[src/include/sac_defines.vh]
`ifndef SAC_DEFINES_VH
`define SAC_DEFINES_VH

// register offsets
`define SAC_OFF_CTRL      8'hb1
`define SAC_OFF_RES_HI    8'hb2
`define SAC_OFF_CLK_LO    8'hb3
`define SAC_OFF_REFSEL    8'haf
`define SAC_OFF_PINCFG    8'hae
`define SAC_OFF_IRQ       8'hb4

// conversion_control fields
`define SAC_CTRL_EN       7
`define SAC_CTRL_START    6
`define SAC_CTRL_EOC      5
`define SAC_CTRL_GATE     4
`define SAC_CTRL_RESET    8'h00

// clock_and_result_low fields
`define SAC_CLK_DIV1      6
`define SAC_CLK_DIV0      4
`define SAC_CLK_FIXED     5

// divider codes
`define SAC_DIV_16        2'b00
`define SAC_DIV_8         2'b01
`define SAC_DIV_1         2'b10
`define SAC_DIV_2         2'b11

// reference select fields
`define SAC_REF_EXT       7

// irq register fields
`define SAC_IRQ_FLAG      0
`define SAC_IRQ_EN        1
`define SAC_IRQ_RES8      2

// conversion lengths in quarter-rate periods
`define SAC_PERIODS_12    16
`define SAC_PERIODS_8     12
`define SAC_QUARTER       4

`endif

[src/sac_clk_div.v]
`timescale 1ns/10ps
`default_nettype none
`include "sac_defines.vh"

module sac_clk_div
(
  // system
  input  wire       clk,
  input  wire       rst,
  // control
  input  wire       run,
  input  wire [1:0] div_sel,
  // tick out
  output reg        tick
);

  reg  [3:0] cnt_r;
  wire [3:0] last;

  function [3:0] div_last;
    input [1:0] sel;
    begin
      case (sel)
        `SAC_DIV_16: div_last = 4'hf;
        `SAC_DIV_8:  div_last = 4'h7;
        `SAC_DIV_1:  div_last = 4'h0;
        default:     div_last = 4'h1;
      endcase
    end
  endfunction

  assign last = div_last(div_sel);

  // counter restarts with each conversion so every run has equal length
  always @(posedge clk or posedge rst)
  begin
    if (rst)
    begin
      cnt_r <= 4'h0;
      tick  <= 1'b0;
    end
    else if (!run)
    begin
      cnt_r <= 4'h0;
      tick  <= 1'b0;
    end
    else if (cnt_r >= last)
    begin
      cnt_r <= 4'h0;
      tick  <= 1'b1;
    end
    else
    begin
      cnt_r <= cnt_r + 4'h1;
      tick  <= 1'b0;
    end
  end

endmodule
`default_nettype wire

[src/sac_seq.v]
`timescale 1ns/10ps
`default_nettype none
`include "sac_defines.vh"

module sac_seq
(
  // system
  input  wire        clk,
  input  wire        rst,
  // control
  input  wire        run,
  input  wire        tick,
  input  wire        res8,
  // converter sample
  input  wire [11:0] conv_code,
  // status
  output reg         done,
  output reg  [11:0] result
);

  // quarter-rate ticks: 4 conversion clocks each
  reg  [7:0] tcnt_r;
  wire [7:0] total;

  // macro products are 32-bit; only the low byte carries the tick count
  localparam [31:0] LEN_12 = `SAC_PERIODS_12 * `SAC_QUARTER;
  localparam [31:0] LEN_8  = `SAC_PERIODS_8 * `SAC_QUARTER;

  assign total = res8 ? LEN_8[7:0] : LEN_12[7:0];

  always @(posedge clk or posedge rst)
  begin
    if (rst)
    begin
      tcnt_r <= 8'h00;
      done   <= 1'b0;
      result <= 12'h000;
    end
    else if (!run)
    begin
      tcnt_r <= 8'h00;
      done   <= 1'b0;
    end
    else if (tick)
    begin
      if (tcnt_r == total - 8'h01)
      begin
        tcnt_r <= 8'h00;
        done   <= 1'b1;
        result <= res8 ? {conv_code[11:4], 4'h0} : conv_code;
      end
      else
      begin
        tcnt_r <= tcnt_r + 8'h01;
        done   <= 1'b0;
      end
    end
    else
      done <= 1'b0;
  end

endmodule
`default_nettype wire

[src/sac_top.v]
// Design decision made here: the strobed register port.
`timescale 1ns/10ps
`default_nettype none
`include "sac_defines.vh"

module sac_top
(
  // system
  input  wire        clk,
  input  wire        rst,
  // register port
  input  wire [7:0]  addr,
  input  wire [7:0]  wdata,
  input  wire        wr,
  input  wire        rd,
  output reg  [7:0]  rdata,
  // analog converter side
  input  wire [11:0] conv_code,
  output reg  [5:0]  chan_connect,
  output wire        conv_power,
  output wire        conv_busy,
  output wire        ref_external,
  output wire [1:0]  ref_level,
  output wire [4:0]  pin_digital_off,
  // processor
  output wire        irq
);

  // highest valid channel code; codes above it connect nothing
  localparam [2:0] LAST_CHAN = 3'd5;

  // control register fields
  reg         en_r;
  reg         start_r;
  reg         eoc_r;
  reg         gate_r;
  reg  [2:0]  chan_r;
  reg         en_nxt;
  reg         start_nxt;
  reg         eoc_nxt;
  reg         gate_nxt;
  reg  [2:0]  chan_nxt;
  // divider, reference and pin configuration
  reg  [1:0]  div_r;
  reg         ext_ref_r;
  reg  [1:0]  lvl_r;
  reg  [4:0]  pincfg_r;
  reg  [1:0]  div_nxt;
  reg         ext_ref_nxt;
  reg  [1:0]  lvl_nxt;
  reg  [4:0]  pincfg_nxt;
  // interrupt flag, enable and resolution
  reg         irq_flag_r;
  reg         irq_en_r;
  reg         res8_r;
  reg         irq_flag_nxt;
  reg         irq_en_nxt;
  reg         res8_nxt;
  // read path
  reg  [7:0]  rdata_nxt;
  // decoded strobes and sequencer links
  wire        wr_ctrl;
  wire        wr_clk;
  wire        wr_ref;
  wire        wr_pin;
  wire        wr_irq;
  wire        run;
  wire        tick;
  wire        done;
  wire [11:0] result;

  function is_wr;
    input       w;
    input [7:0] a;
    input [7:0] off;
    begin
      is_wr = w && (a == off);
    end
  endfunction

  // one-hot source select; gate, power and code range must all agree
  function [5:0] chan_onehot;
    input       gate;
    input       pwr;
    input [2:0] code;
    begin
      chan_onehot = 6'h00;
      if (gate && pwr && code <= LAST_CHAN)
        chan_onehot[code] = 1'b1;
    end
  endfunction

  assign wr_ctrl = is_wr(wr, addr, `SAC_OFF_CTRL);
  assign wr_clk  = is_wr(wr, addr, `SAC_OFF_CLK_LO);
  assign wr_ref  = is_wr(wr, addr, `SAC_OFF_REFSEL);
  assign wr_pin  = is_wr(wr, addr, `SAC_OFF_PINCFG);
  assign wr_irq  = is_wr(wr, addr, `SAC_OFF_IRQ);

  assign run = en_r && start_r;

  sac_clk_div u_div
  (
    .clk     (clk),
    .rst     (rst),
    .run     (run),
    .div_sel (div_r),
    .tick    (tick)
  );

  sac_seq u_seq
  (
    .clk       (clk),
    .rst       (rst),
    .run       (run),
    .tick      (tick),
    .res8      (res8_r),
    .conv_code (conv_code),
    .done      (done),
    .result    (result)
  );

  // control register next state
  always @*
  begin
    en_nxt    = en_r;
    start_nxt = start_r;
    eoc_nxt   = eoc_r;
    gate_nxt  = gate_r;
    chan_nxt  = chan_r;
    if (wr_ctrl)
    begin
      en_nxt   = wdata[`SAC_CTRL_EN];
      gate_nxt = wdata[`SAC_CTRL_GATE];
      chan_nxt = wdata[2:0];
      // start written with enable low is dropped; a cleared start aborts
      start_nxt = wdata[`SAC_CTRL_START] && wdata[`SAC_CTRL_EN];
      if (wdata[`SAC_CTRL_START] && !start_r)
        eoc_nxt = 1'b0;
      else
        eoc_nxt = wdata[`SAC_CTRL_EOC];
    end
    else if (!en_r)
      start_nxt = 1'b0;
    // completion in the same cycle wins over a write to start or eoc
    if (done)
    begin
      start_nxt = 1'b0;
      eoc_nxt   = 1'b1;
    end
  end

  // configuration and interrupt next state
  always @*
  begin
    div_nxt      = div_r;
    ext_ref_nxt  = ext_ref_r;
    lvl_nxt      = lvl_r;
    pincfg_nxt   = pincfg_r;
    irq_en_nxt   = irq_en_r;
    res8_nxt     = res8_r;
    irq_flag_nxt = irq_flag_r;
    if (wr_clk)
      div_nxt = {wdata[`SAC_CLK_DIV1], wdata[`SAC_CLK_DIV0]};
    if (wr_ref)
    begin
      ext_ref_nxt = wdata[`SAC_REF_EXT];
      lvl_nxt     = wdata[1:0];
    end
    if (wr_pin)
      pincfg_nxt = wdata[4:0];
    if (wr_irq)
    begin
      irq_en_nxt = wdata[`SAC_IRQ_EN];
      res8_nxt   = wdata[`SAC_IRQ_RES8];
      // writing one to the flag does nothing; only zero clears it
      if (!wdata[`SAC_IRQ_FLAG])
        irq_flag_nxt = 1'b0;
    end
    // set wins over a software clear in the same cycle
    if (done)
      irq_flag_nxt = 1'b1;
  end

  // control register
  always @(posedge clk or posedge rst)
  begin
    if (rst)
    begin
      en_r    <= 1'b0;
      start_r <= 1'b0;
      eoc_r   <= 1'b0;
      gate_r  <= 1'b0;
      chan_r  <= 3'h0;
    end
    else
    begin
      en_r    <= en_nxt;
      start_r <= start_nxt;
      eoc_r   <= eoc_nxt;
      gate_r  <= gate_nxt;
      chan_r  <= chan_nxt;
    end
  end

  // divider, reference and pin configuration registers
  always @(posedge clk or posedge rst)
  begin
    if (rst)
    begin
      div_r     <= 2'b00;
      ext_ref_r <= 1'b0;
      lvl_r     <= 2'b00;
      pincfg_r  <= 5'h00;
    end
    else
    begin
      div_r     <= div_nxt;
      ext_ref_r <= ext_ref_nxt;
      lvl_r     <= lvl_nxt;
      pincfg_r  <= pincfg_nxt;
    end
  end

  // interrupt and resolution registers
  always @(posedge clk or posedge rst)
  begin
    if (rst)
    begin
      irq_flag_r <= 1'b0;
      irq_en_r   <= 1'b0;
      res8_r     <= 1'b0;
    end
    else
    begin
      irq_flag_r <= irq_flag_nxt;
      irq_en_r   <= irq_en_nxt;
      res8_r     <= res8_nxt;
    end
  end

  // source routing: one-hot, nothing when gate closed or powered down
  always @*
  begin
    chan_connect = chan_onehot(gate_r, en_r, chan_r);
  end

  assign conv_power      = en_r;
  assign conv_busy       = run;
  assign ref_external    = ext_ref_r;
  assign ref_level       = lvl_r;
  assign pin_digital_off = pincfg_r;
  assign irq             = irq_flag_r && irq_en_r;

  // read mux; result buffer ignores writes, unmapped offsets read zero
  always @*
  begin
    rdata_nxt = 8'h00;
    if (rd)
    begin
      case (addr)
        `SAC_OFF_CTRL:   rdata_nxt = {en_r, start_r, eoc_r, gate_r, 1'b0, chan_r};
        `SAC_OFF_RES_HI: rdata_nxt = result[11:4];
        `SAC_OFF_CLK_LO: rdata_nxt = {1'b0, div_r[1], 1'b1, div_r[0], result[3:0]};
        `SAC_OFF_REFSEL: rdata_nxt = {ext_ref_r, 5'h00, lvl_r};
        `SAC_OFF_PINCFG: rdata_nxt = {3'h0, pincfg_r};
        `SAC_OFF_IRQ:    rdata_nxt = {5'h00, res8_r, irq_en_r, irq_flag_r};
        default:         rdata_nxt = 8'h00;
      endcase
    end
  end

  // read data stand for one cycle after the strobe only
  always @(posedge clk or posedge rst)
  begin
    if (rst)
      rdata <= 8'h00;
    else
      rdata <= rdata_nxt;
  end

endmodule
`default_nettype wire

[config.mk]
export PLATFORM = sky130hd
export DESIGN_NAME = sac_top
export DESIGN_NICKNAME = d
export VERILOG_FILES = /design/src/sac_clk_div.v /design/src/sac_seq.v /design/src/sac_top.v
export VERILOG_INCLUDE_DIRS = /design/src /design/src/include
export SDC_FILE = /design/constraint.sdc
export NUM_CORES = 1
export LEC_CHECK = 0
export ABC_CLOCK_PERIOD_IN_PS = 1700
export BUFFER_PORTS_ARGS = -buffer_cell sky130_fd_sc_hd__buf_2
export CORE_AREA = 2 2 79 81
export DETAILED_ROUTE_END_ITERATION = 7
export DIE_AREA = 0 0 81 83
export HOLD_SLACK_MARGIN = 0.05
export PLACE_DENSITY = 0.72
export SYNTH_ARGS = -nofsm -noshare
export SYNTH_HDL_FRONTEND = slang
export SYNTH_SLANG_ARGS = --single-unit
[constraint.sdc]
create_clock -name clk -period 1.7 [get_ports clk]
set_clock_uncertainty 0.1 [all_clocks]
set_input_delay 0.085 -clock clk [delete_from_list [all_inputs] [get_ports clk]]
set_output_delay 0.085 -clock clk [all_outputs]
set_load 0.02 [all_outputs]
==> summary.md, run 1 <==
| Metric | Value |
|---|---|
| Synthesis Warnings | `0` |
| Worst-skew pair later-pin latency | `0.31 ns` |
| Slowest-stage cell, CP | `dfrtp_1` |
| Clk slew on worst S/H paths | `0.10 ns` |
| Yosys top cell by area | `dfrtp_1` |
| P_leak | `0.00178 uW` |
| Final period util | `102%` |
| Cell Pwr Density | `673 nW/um^2` |
| Worst r2r dst | `u_seq.result[8]` |
| Total power | `2440 uW` |
| WP data required | `between 1.5 and 2 ns` |
| CORE AREA | `just under 6000 um^2` |
| Post-synthesis area per instance | `between 10 and 15 um^2` |
| Antenna viol nets, final | `0` |
| H-tree level count | `2` |
| Drt initial violations | `about 140` |
| Cell Area, Synth | `between 2000 and 3000 um^2` |
| Max_cap viols | `0` |
| DR vias | `2147` |
| TritonCTS Sinks | `54` |
| EDFF count, synth | `0` |
| IO Pins | `57` |
| Cells on worst reg2reg path | `5` |
| GRT overflow | `0` |
| Net Count, Synth | `273` |
| Origin of the critical flop-to-flop path | `res8_r` |
| Area growth from synthesis to layout | `34.0%` |
| Cell family with most CP delay | `flip-flops` |
| Critical path class | `reg2reg` |
| Post-DR wirelength/cell | `15.6 um` |
| Worst-Margin Slew | `between 0.5 and 0.6 ns` |
| Hold Startpoint | `addr[6]` |
| Worst hold path cell count | `4` |
| Max-slew violations | `0` |
| DRC | `0` |
| CTS tree | `yes` |
| GP Congestion | `0.863` |
| Post-Syn Instances | `235` |
| Yosys top cell area share | `about half` |
| Pin count of the biggest net entering global routing | `38` |
| Pre-CTS WS | `-0.152 ns` |
| First-pass GRT wire length | `10100 um` |
| Slew headroom | `a little over three fifths` |
| Die width | `81 um` |
| Worst Path Buf+Inv | `1` |
| Worst path arrival time | `1.82 ns` |
| Failing checks | `negative setup slack` |
| Chip height | `83 um` |
| Main flop type after synthesis | `dfrtp_1` |
| Netlist cell types | `44` |
| Hold Crit Class | `in2reg` |
| Overall routing resource usage | `19.5%` |
| Crit path cell chain | `xor2_1 > nand3_2 > nor3_4 > buf_6 > mux2_4` |
| Worst setup EP type | `register` |
| Status | `finished, violations left` |
| Via density | `5.25` |
| Detailed placement HPWL | `about 4400 um` |
| Inserted Clock Buffers | `5` |
| Flops & latches, synth | `54` |
| Initial Utilization | `a little under half` |
| CP max stage delay | `0.41 ns` |
| CTS Buffer Depth | `2` |
| RSZ-0062 raised after global routing | `yes` |
| Seq/Total Area, Yosys | `50.0%` |
| Final hold violations | `0` |
| Asr flop ratio synth | `100%` |
| Share of layout cells above drive strength 1 | `40.4%` |
| R2R setup slack | `-0.03 ns` |
| Pre-antenna DRT Iters | `4` |
| Achievable Freq | `0.578 GHz` |
| Total Wirelength | `about 6400 um` |
| Nets@finish | `about 370` |
| CTS root buf | `clkbuf_8` |
| Hold Path End | `rdata[4]` |
| Initial antenna violation count | `0` |
| CP Launch Type | `register` |
| Vias in the first global route | `approximately 2200` |
| Setup violators final | `12` |
| Final min period | `between 1.5 and 2 ns` |
| Die area | `between 6000 and 7000 um^2` |
| Peak supply drop | `0.000343 V` |
| CP max FO | `7` |
| Largest cells by area after synthesis | `dfrtp_1 50%, mux2_2 14%, ha_1 2.8%, nor2_1 2.5%, xor2_1 2.3%` |
| Antenna cell count | `0` |
| Slack of the critical path | `-0.0313 ns` |
| IO Port Bufs | `56` |
| Core Rows | `28` |
stage by stage:
step / TNS, ns / instance area, um^2 / cells / hold slack, ns / util [%]
final: -0.220 / 3620 / 409 / 0.121 / 62.2
after global routing: -1.36 / 3620 / 409 / 0.157 / 62.2
after CTS: 0 / 3520 / 406 / 0.118 / 60.5
after detailed placement: -0.657 / 3180 / 376 / 0.00277 / 54.7
after global placement: -0.236 / 3180 / 376 / -0.00949 / 54.7
after floorplan: -0.00575 / 2700 / 235 / 0.102 / -
cell type report:
| class | count | area (um^2) |
|---|---|---|
| multi-input cells | 167 | 1360 |
| clock buffers | 7 | 76.3 |
| inverters | 6 | 22.5 |
| repair buffers | 99 | 684 |
| fillers | 497 | 2200 |
| clock inverters | 1 | 30.0 |
| well taps | 75 | 93.8 |
| flip-flops and latches | 54 | 1350 |
Yosys cell counts (2+ instances only):
cell type	n
a22o_1	2
mux2i_1	3
and3_1	2
and2_1	2
xor2_1	7
ha_1	6
o21a_1	2
mux2_2	33
nor4_4	2
nand3b_1	3
a22oi_1	5
dfrtp_1	54
nand2b_1	8
nand2_1	11
inv_1	6
nor2_1	18
mux2_4	2
nor2b_1	7
buf_2	2
o21ai_0	6
or3b_4	2
nor3_1	10
xnor2_1	2
a21oi_1	7
clkbuf_1	4
o2111ai_1	3
nand3_1	6
or2_2	4
power breakdown:
group          switching [uW]  internal, uW  total, uW
Combinational             127           131        258
Sequential               18.4          1300       1320
Clock                     415           441        857
kinds of logic after synthesis:
kind of cell,Yosys count,synth area share (%)
AO/OA/AOI/OAI,33,8.38
flip-flops,54,50.0
buffers and inverters,14,2.45
multiplexers,38,16.0
AND/OR/NAND/NOR,81,17.5
adder cells (fa/ha/maj),6,2.78
XOR/XNOR,9,2.92
state kept, by name, summed over array words and instances, names as in the netlist, 2 cells and up:
signal	count
chan_onehot.code	3
div_r	2
pin_digital_off	5
rdata	8
ref_level	2
u_div.cnt_r	4
u_seq.result	12
u_seq.tcnt_r	8
worst max path at each step:
stage	start	endpoint	slack (ns)	depth (start not counted)
2_1_floorplan	u_seq.tcnt_r[0]	u_seq.result[11]	-0.0007	5
3_3_place_gp	div_r[0]	u_div.tick	-0.07	5
3_5_place_dp	div_r[0]	u_div.tick	-0.15	5
4_1_cts	u_seq.tcnt_r[0]	u_seq.result[9]	0.02	5
5_1_grt	u_seq.tcnt_r[0]	u_seq.result[8]	-0.13	5
6_report	res8_r	u_seq.result[8]	-0.03	5
layout by cell type, fill, tap and decap left out, drive strengths merged, types with 8 or more instances in the layout:
cell	count
dfrtp	54
nor2	18
dlygate4sd3	22
buf	77
nand2	11
nand2b	8
mux2	35
nor3	11
repair_timing:
item / CTS / global route
pin swaps: 0 / 4
setup buffers: 0 / 2
hold buffers: 22 / 0
cloned: 0 / 1
gates resized for setup: 4 / 23
hold endpoints to repair: 88 / 0
endpoints found under the setup margin: 6 / 16
layer usage:
metal / up-vias / wire [um] / global-route usage [%]
li1: 1033 / - / -
met1: 1047 / 2860 / 26.0
met2: 54 / 3110 / 31.3
met3: 13 / 240 / 3.26
met4: 0 / 153 / 7.70
met5: - / 0 / 0
worst reg2reg max path, cell delays in order (launching register included):
cell	delay, ns
dfrtp_1	0.41
xor2_1	0.23
nand3_2	0.13
nor3_4	0.25
buf_6	0.19
mux2_4	0.30
Note: power is estimated with default switching activity, not from simulation.
==> inputs of run 2 (changes only) <==
- ABC_AREA: default -> 1
- PLACE_DENSITY: 0.72 -> 0.73
==> run 2 against run 1 <==
Net effect:
- the flow now finishes without violations
- utilization decreased by 1.7 points
- first-iteration DRC count increased by 37%
- clock power decreased by 4.4%
- total power increased by 0.34%
- sequential share of layout area increased by 1.1 points
- via count increased by 18%
- routed wire length increased by 3.9%
==> summary.md, run 2 <==
| Metric | Value |
|---|---|
| Critical path class | `reg2out (was reg2reg)` |
| Top cells by count, synth | `98 x nand2_1, 54 x dfrtp_1, 48 x nand3_1 (was 54 x dfrtp_1, 33 x mux2_2, 18 x nor2_1)` |
| Yosys top cell area share | `49.2% (was 50.0%)` |
| Largest cells by area after synthesis | `dfrtp_1 49%, nand2_1 13%, nand3_1 8.7%, inv_1 5.5%, nor2_1 4.1% (was dfrtp_1 50%, mux2_2 14%, ha_1 2.8%, nor2_1 2.5%, xor2_1 2.3%)` |
| Worst path arrival time | `1.43 ns (was 1.82 ns)` |
| CTS root buf | `clkbuf_8 (unchanged)` |
| Cell Pwr Density | `695 nW/um^2 (was 673 nW/um^2)` |
| IO Port Bufs | `56 (unchanged)` |
| Chip height | `83 um (unchanged)` |
| Post-Syn Instances | `347 (was 235)` |
| GP Congestion | `0.864 (was 0.863)` |
| Final min period | `1.61 ns (was 1.73 ns)` |
| Post-route cell area | `3520 um^2 (was 3620 um^2)` |
| Net Count, Synth | `385 (was 273)` |
| Synthesis Warnings | `0 (unchanged)` |
| Peak supply drop | `0.000397 V (was 0.000343 V)` |
| Worst setup EP type | `output pin (was register)` |
| Drt initial violations | `193 (was 141)` |
| Worst Path Buf+Inv | `2 (was 1)` |
| Core Rows | `28 (unchanged)` |
| Status | `completed (was finished, violations left)` |
| CTS tree | `yes (unchanged)` |
| Max reg flops | `12 (unchanged)` |
| Asr flop ratio synth | `100% (unchanged)` |
| Slowest-stage cell, CP | `dfrtp_1 (unchanged)` |
| Die area | `6720 um^2 (unchanged)` |
| Initial Utilization | `47.3% (was 46.5%)` |
| Via density | `4.95 (was 5.25)` |
| Cell with the most instances after synthesis | `nand2_1 (was dfrtp_1)` |
| Fin Setup TNS | `0 ns (was -0.220 ns)` |
| Slew headroom | `66.9% (was 63.2%)` |
| IO Pins | `57 (unchanged)` |
| Setup violators final | `0 (was 12)` |
| RSZ-0062 raised after global routing | `no (was yes)` |
| Achievable Freq | `0.621 GHz (was 0.578 GHz)` |
| Netlist cell types | `26 (was 44)` |
| Flops & latches, synth | `54 (unchanged)` |
| Worst-Margin Slew | `0.496 ns (was 0.551 ns)` |
| EDFF count, synth | `0 (unchanged)` |
| Cell family with most CP delay | `flip-flops (unchanged)` |
| CP max FO | `4 (was 7)` |
| Top reg by flops | `u_seq.result (unchanged)` |
| Placed Area | `3140 um^2 (was 3180 um^2)` |
| Vias in the first global route | `2364 (was 2153)` |
| Final hold violations | `0 (unchanged)` |
| TritonCTS Sinks | `54 (unchanged)` |
| Pin count of the biggest net entering global routing | `23 (was 38)` |
| Pre-antenna DRT Iters | `4 (unchanged)` |
| Antenna viol nets, final | `0 (unchanged)` |
| DRC | `0 (unchanged)` |
| Leading cell types in the layout, fill and taps excluded | `98 x nand2_1, 54 x dfrtp_1, 54 x buf_2 (was 55 x buf_2, 54 x dfrtp_1, 22 x dlygate4sd3_1)` |
| Cell Area, Synth | `2750 um^2 (was 2700 um^2)` |
| Area growth from synthesis to layout | `28.0% (was 34.0%)` |
| # fillers | `554 (was 497)` |
| WP data required | `1.51 ns (was 1.79 ns)` |
| Post-DR wirelength/cell | `13.0 um (was 15.6 um)` |
| CP max stage delay | `0.36 ns (was 0.41 ns)` |
| Die width | `81 um (unchanged)` |
| Antenna cell count | `0 (unchanged)` |
| Commonest non-fill, non-tap cell in the layout | `nand2_1 (was buf_2)` |
| Inserted Clock Buffers | `5 (unchanged)` |
| Share of layout cells above drive strength 1 | `21.8% (was 40.4%)` |
| H-tree level count | `2 (unchanged)` |
| First-pass GRT wire length | `10800 um (was 10100 um)` |
| Total Wirelength | `6610 um (was 6370 um)` |
| Max_cap viols | `0 (unchanged)` |
| CTS Buffer Depth | `2 (unchanged)` |
| P_leak | `0.00180 uW (was 0.00178 uW)` |
| CORE AREA | `5820 um^2 (unchanged)` |
| Main flop type after synthesis | `dfrtp_1 (unchanged)` |
| Yosys top cell by area | `dfrtp_1 (unchanged)` |
| Final period util | `94.8% (was 102%)` |
| Hold Crit Class | `in2reg (unchanged)` |
| Post-synthesis area per instance | `7.92 um^2 (was 11.5 um^2)` |
| Detailed placement HPWL | `4940 um (was 4430 um)` |
| CP Launch Type | `register (unchanged)` |
| Clk slew on worst S/H paths | `0.10 ns (about the same)` |
| GRT overflow | `0 (unchanged)` |
| Seq/Total Area, Yosys | `49.2% (was 50.0%)` |
| Initial antenna violation count | `0 (unchanged)` |
| Biggest regs | `u_seq.result: 12 flops, rdata: 8 flops, u_seq.tcnt_r: 8 flops (unchanged)` |
| Nets@finish | `472 (was 371)` |
| Worst-skew pair later-pin latency | `0.30 ns (was 0.31 ns)` |
| Max-slew violations | `0 (unchanged)` |
| Overall routing resource usage | `20.4% (was 19.5%)` |
| Crit path cell chain | `buf_4 > nand2_1 > a21oi_2 > nand2_1 > nor3_1 > buf_4 (was xor2_1 > nand3_2 > nor3_4 > buf_6 > mux2_4)` |
| DR vias | `2524 (was 2147)` |
-- run 2: layer usage --
layer	global-route usage [%]	routed length [um]	vias up
li1	-	-	1277
met1	27.5	3050	1183
met2	34.1	3250	60
met3	2.72	253	4
met4	6.01	55	0
met5	0	0	-
-- run 2: final cells by class --
| cell class | count | area, um^2 | area share, % |
|---|---|---|---|
| Sequential cell | 54 | 1350 | 38.4 |
| Multi-Input combinational cell | 242 | 1210 | 34.3 |
| Timing Repair Buffer | 87 | 588 | 16.7 |
| Inverter | 44 | 168 | 4.77 |
| Clock buffer | 8 | 110 | 3.13 |
| Tap cell | 75 | 93.8 | 2.67 |
-- run 2: final timing paths --
kind | cells after the start | start | end | slack, ns
worst max-delay path | 6 | conv_power | chan_connect[0] | 0.09
worst max register to register | 6 | div_r[1] | u_div.cnt_r[3] | 0.13
worst min register to register | 2 | u_seq.result[7] | u_seq.result[7] | 0.40
worst min-delay path | 3 | wr | res8_r | 0.07
max in group asynchronous | 4 | rst | div_r[0] | 0.70
min in group asynchronous | 3 | rst | u_div.cnt_r[1] | 0.25
-- run 2: repair_timing --
| item | in CTS | in global routing |
|---|---|---|
| hold buffers | 23 | 0 |
| pin swaps | 0 | 1 |
| hold endpoints to repair | 58 | 0 |
| buffers inserted | 1 | 0 |
| gates resized for setup | 0 | 7 |
| endpoints found under the setup margin | 2 | 13 |
-- run 2: per-stage QoR --
step | utilization [%] | worst slack [ns] | hold slack [ns] | total power [uW] | cells
after floorplan | - | 0.200 | 0.0889 | 1500 | 347
after global placement | 54.0 | 0.180 | 0.0248 | 1600 | 478
after detailed placement | 54.0 | 0.134 | 0.0326 | 1610 | 478
after CTS | 60.0 | 0.0370 | 0.0647 | 2460 | 510
after global routing | 60.5 | 0.00519 | 0.120 | 2540 | 510
final | 60.5 | 0.0889 | 0.0739 | 2450 | 510
-- run 2: power by group --
group | internal [uW] | switching, uW | leakage (uW)
combinational | 121 | 158 | 0.00109
clock | 412 | 406 | 0.0000575
sequential | 1320 | 31.8 | 0.000651
total | 1850 | 596 | 0.00180
-- run 2: cells by family after synthesis --
logic type               count (synthesis)  synth area share (%)
XOR/XNOR                                 3                  1.23
flip-flops                              54                  49.2
buffers and inverters                   51                  7.65
AO/OA/AOI/OAI                           32                  6.55
AND/OR/NAND/NOR                        201                  32.7
adder cells (fa/ha/maj)                  6                  2.73
-- run 2: worst min-delay path: cells and delay by family --
family / cells / cell delay, ns
AO/OA/AOI/OAI: 1 / 0.09
buffers and inverters: 1 / 0.11
AND/OR/NAND/NOR: 1 / 0.15
==> inputs of run 3 (changes only) <==
- ABC_CLOCK_PERIOD_IN_PS: 1700 -> 1300
- TNS_END_PERCENT: default -> 50
- clock period: 1.7 -> 1.3 ns (I/O delays scaled with it)
==> run 3 against run 2 <==
Net effect:
- sequential power rose by 30%
- the run now ends with negative setup slack left
- global-route usage rose by 3.2 points
- design area rose by 14%
- clock power rose by 19%
- clock-buffer cell count fell by 1
- largest power group unchanged
- final cell count rose by 6.9%
==> summary.md, run 3 (synthesis gave the netlist of run 2 again) <==
| Metric | Value |
|---|---|
| Status | `finished, violations left (was completed)` |
| Failing checks | `negative setup slack` |
| Crit path cell chain | `buf_6 > ha_4 > nand3_4 > nor2_4 > nand4_4 > buf_8 > nand2_2 > nand2_1 (was buf_4 > nand2_1 > a21oi_2 > nand2_1 > nor3_1 > buf_4)` |
| Hold Crit Class | `in2reg (unchanged)` |
| Worst path arrival time | `1.63 ns (was 1.43 ns)` |
| GP Congestion | `0.855 (was 0.864)` |
| Slew headroom | `73.6% (was 66.9%)` |
| CP Launch Type | `register (unchanged)` |
| First-pass GRT wire length | `12300 um (was 10800 um)` |
| Detailed placement HPWL | `5100 um (was 4940 um)` |
| Final hold violations | `0 (unchanged)` |
| Die width | `81 um (unchanged)` |
| R2R setup slack | `-0.22 ns (was 0.13 ns)` |
| Leading cell types in the layout, fill and taps excluded | `82 x nand2_1, 53 x dfrtp_1, 50 x buf_2 (was 98 x nand2_1, 54 x dfrtp_1, 54 x buf_2)` |
| Drt initial violations | `229 (was 193)` |
| Antenna cell count | `0 (unchanged)` |
| Nets@finish | `507 (was 472)` |
| Cell Pwr Density | `790 nW/um^2 (was 695 nW/um^2)` |
| GRT overflow | `0 (unchanged)` |
| RSZ-0062 raised after global routing | `yes (was no)` |
| CORE AREA | `5820 um^2 (unchanged)` |
| Share of layout cells above drive strength 1 | `34.9% (was 21.8%)` |
| WP data required | `1.41 ns (was 1.51 ns)` |
| DR WL met2 | `3720 um (was 3250 um)` |
| TritonCTS Sinks | `54 (unchanged)` |
| Core Rows | `28 (unchanged)` |
| Achievable Freq | `0.656 GHz` |
| Antenna viol nets, final | `0 (unchanged)` |
| Biggest regs | `u_seq.result: 12 flops, rdata: 8 flops, u_seq.tcnt_r: 8 flops (unchanged)` |
| Worst setup EP type | `register (was output pin)` |
| Worst r2r dst | `u_seq.result[9] (was u_div.cnt_r[3])` |
| Total Wirelength | `7470 um (was 6610 um)` |
| DR top layer | `met4 (unchanged)` |
| Fin Setup TNS | `-5.48 ns (was 0 ns)` |
| Max reg flops | `12 (unchanged)` |
| Routed length on met1 | `3180 um (was 3050 um)` |
| Placed Area | `3370 um^2 (was 3140 um^2)` |
| Chip height | `83 um (unchanged)` |
| Met3 WL | `467 um (was 253 um)` |
| Initial antenna violation count | `0 (unchanged)` |
| # fillers | `462 (was 554)` |
| CP Launch Point | `u_seq.tcnt_r[1] (was conv_power)` |
| Overall routing resource usage | `23.6% (was 20.4%)` |
| Die area | `6720 um^2 (unchanged)` |
| Worst-skew pair later-pin latency | `0.31 ns (was 0.30 ns)` |
| CP max FO | `8 (was 4)` |
| Vias in the first global route | `2736 (was 2364)` |
| Inserted Clock Buffers | `5 (unchanged)` |
| Post-route insts no fill | `545 (was 510)` |
| Post-route cell area | `4010 um^2 (was 3520 um^2)` |
| Final period util | `117%` |
| Max-slew violations | `0 (unchanged)` |
| H-tree level count | `2 (unchanged)` |
| CP max stage delay | `0.39 ns (was 0.36 ns)` |
| Final min period | `1.52 ns` |
| IO Port Bufs | `56 (unchanged)` |
| FF/Latch Area | `1350 um^2 (about the same)` |
| Area growth from synthesis to layout | `45.7% (was 28.0%)` |
| Setup violators final | `32 (was 0)` |
| P_leak | `0.00200 uW (was 0.00180 uW)` |
| CTS tree | `yes (unchanged)` |
| Total power | `3160 uW (was 2450 uW)` |
| Top reg by flops | `u_seq.result (unchanged)` |
| Worst hold path cell count | `3 (unchanged)` |
| Worst-Margin Slew | `0.396 ns (was 0.496 ns)` |
| Slack of the critical path | `-0.224 ns (was 0.0889 ns)` |
| Clk slew on worst S/H paths | `0.09 ns (was 0.10 ns)` |
| CTS root buf | `clkbuf_8 (unchanged)` |
| Pre-antenna DRT Iters | `4 (unchanged)` |
| Max_cap viols | `0 (unchanged)` |
| Origin of the critical flop-to-flop path | `u_seq.tcnt_r[1] (was div_r[1])` |
| Slowest-stage cell, CP | `dfrtp_1 (unchanged)` |
| CP Capture Point | `u_seq.result[9] (was chan_connect[0])` |
| Final core utilization | `68.9% (was 60.5%)` |
| Pin count of the biggest net entering global routing | `28 (was 23)` |
| DRC | `0 (unchanged)` |
| Commonest non-fill, non-tap cell in the layout | `nand2_1 (unchanged)` |
| Peak supply drop | `0.000435 V (was 0.000397 V)` |
| Placed cells | `506 (was 478)` |
| Post-DR wirelength/cell | `13.7 um (was 13.0 um)` |
| Initial Utilization | `47.3% (unchanged)` |
| Critical path class | `reg2reg (was reg2out)` |
| Via density | `5.00 (was 4.95)` |
| DR vias | `2727 (was 2524)` |
| Cells on worst reg2reg path | `8 (was 6)` |
| CTS Buffer Depth | `2 (unchanged)` |
| IO Pins | `57 (unchanged)` |
| Area of the multi-input gates | `1390 um^2 (was 1210 um^2)` |
run 3: metal layers:
metal / up-vias / global-route usage [%]
met3: 12 / 4.24
met5: - / 0
met2: 103 / 40.0
met4: 0 / 6.63
li1: 1346 / -
met1: 1266 / 30.6
run 3: cell type report:
class | instances | share of cell area, %
repair buffers | 122 | 22.6
multi-input cells | 242 | 34.7
clock buffers | 7 | 2.16
well taps | 75 | 2.34
inverters | 44 | 4.34
flip-flops and latches | 54 | 33.8
clock inverters | 1 | 0.125
run 3: critical path, delay by kind of cell (launching register included):
| kind | cells | cell delay (ns) |
|---|---|---|
| buffers and inverters | 2 | 0.30 |
| AND/OR/NAND/NOR | 5 | 0.49 |
| flip-flops | 1 | 0.39 |
| adder cells (fa/ha/maj) | 1 | 0.14 |
run 3: per-stage QoR:
| stage | setup WS (ns) | hold slack, ns |
|---|---|---|
| global placement | -0.136 | -0.0190 |
| floorplan | -0.171 | 0.0328 |
| CTS | -0.185 | 0.0541 |
| global route | -0.296 | 0.0622 |
| finish | -0.224 | 0.0578 |
| detailed placement | -0.236 | -0.0172 |
run 3: what timing repair did:
action | 4_1_cts | 5_1_grt
setup buffers | 5 | 4
setup endpoints to repair | 30 | 33
pin swaps | 18 | 7
gates resized for setup | 48 | 19
hold buffers | 22 | 0
endpoints found under the hold margin | 94 | 0
run 3: worst min path at each step:
stage / slack [ns] / end / startpoint
after global placement: -0.02 / u_div.cnt_r[1] / rst
after CTS: 0.05 / res8_r / wr
after global routing: 0.06 / res8_r / wr
after floorplan: 0.03 / chan_onehot.code[0] / rst
final: 0.06 / res8_r / wr
after detailed placement: -0.02 / u_div.cnt_r[1] / rst
run 3: power breakdown:
group	internal (uW)	switching (uW)	leakage [uW]
clock	431	541	0.0000482
combinational	197	232	0.00131
sequential	1720	39.8	0.000651
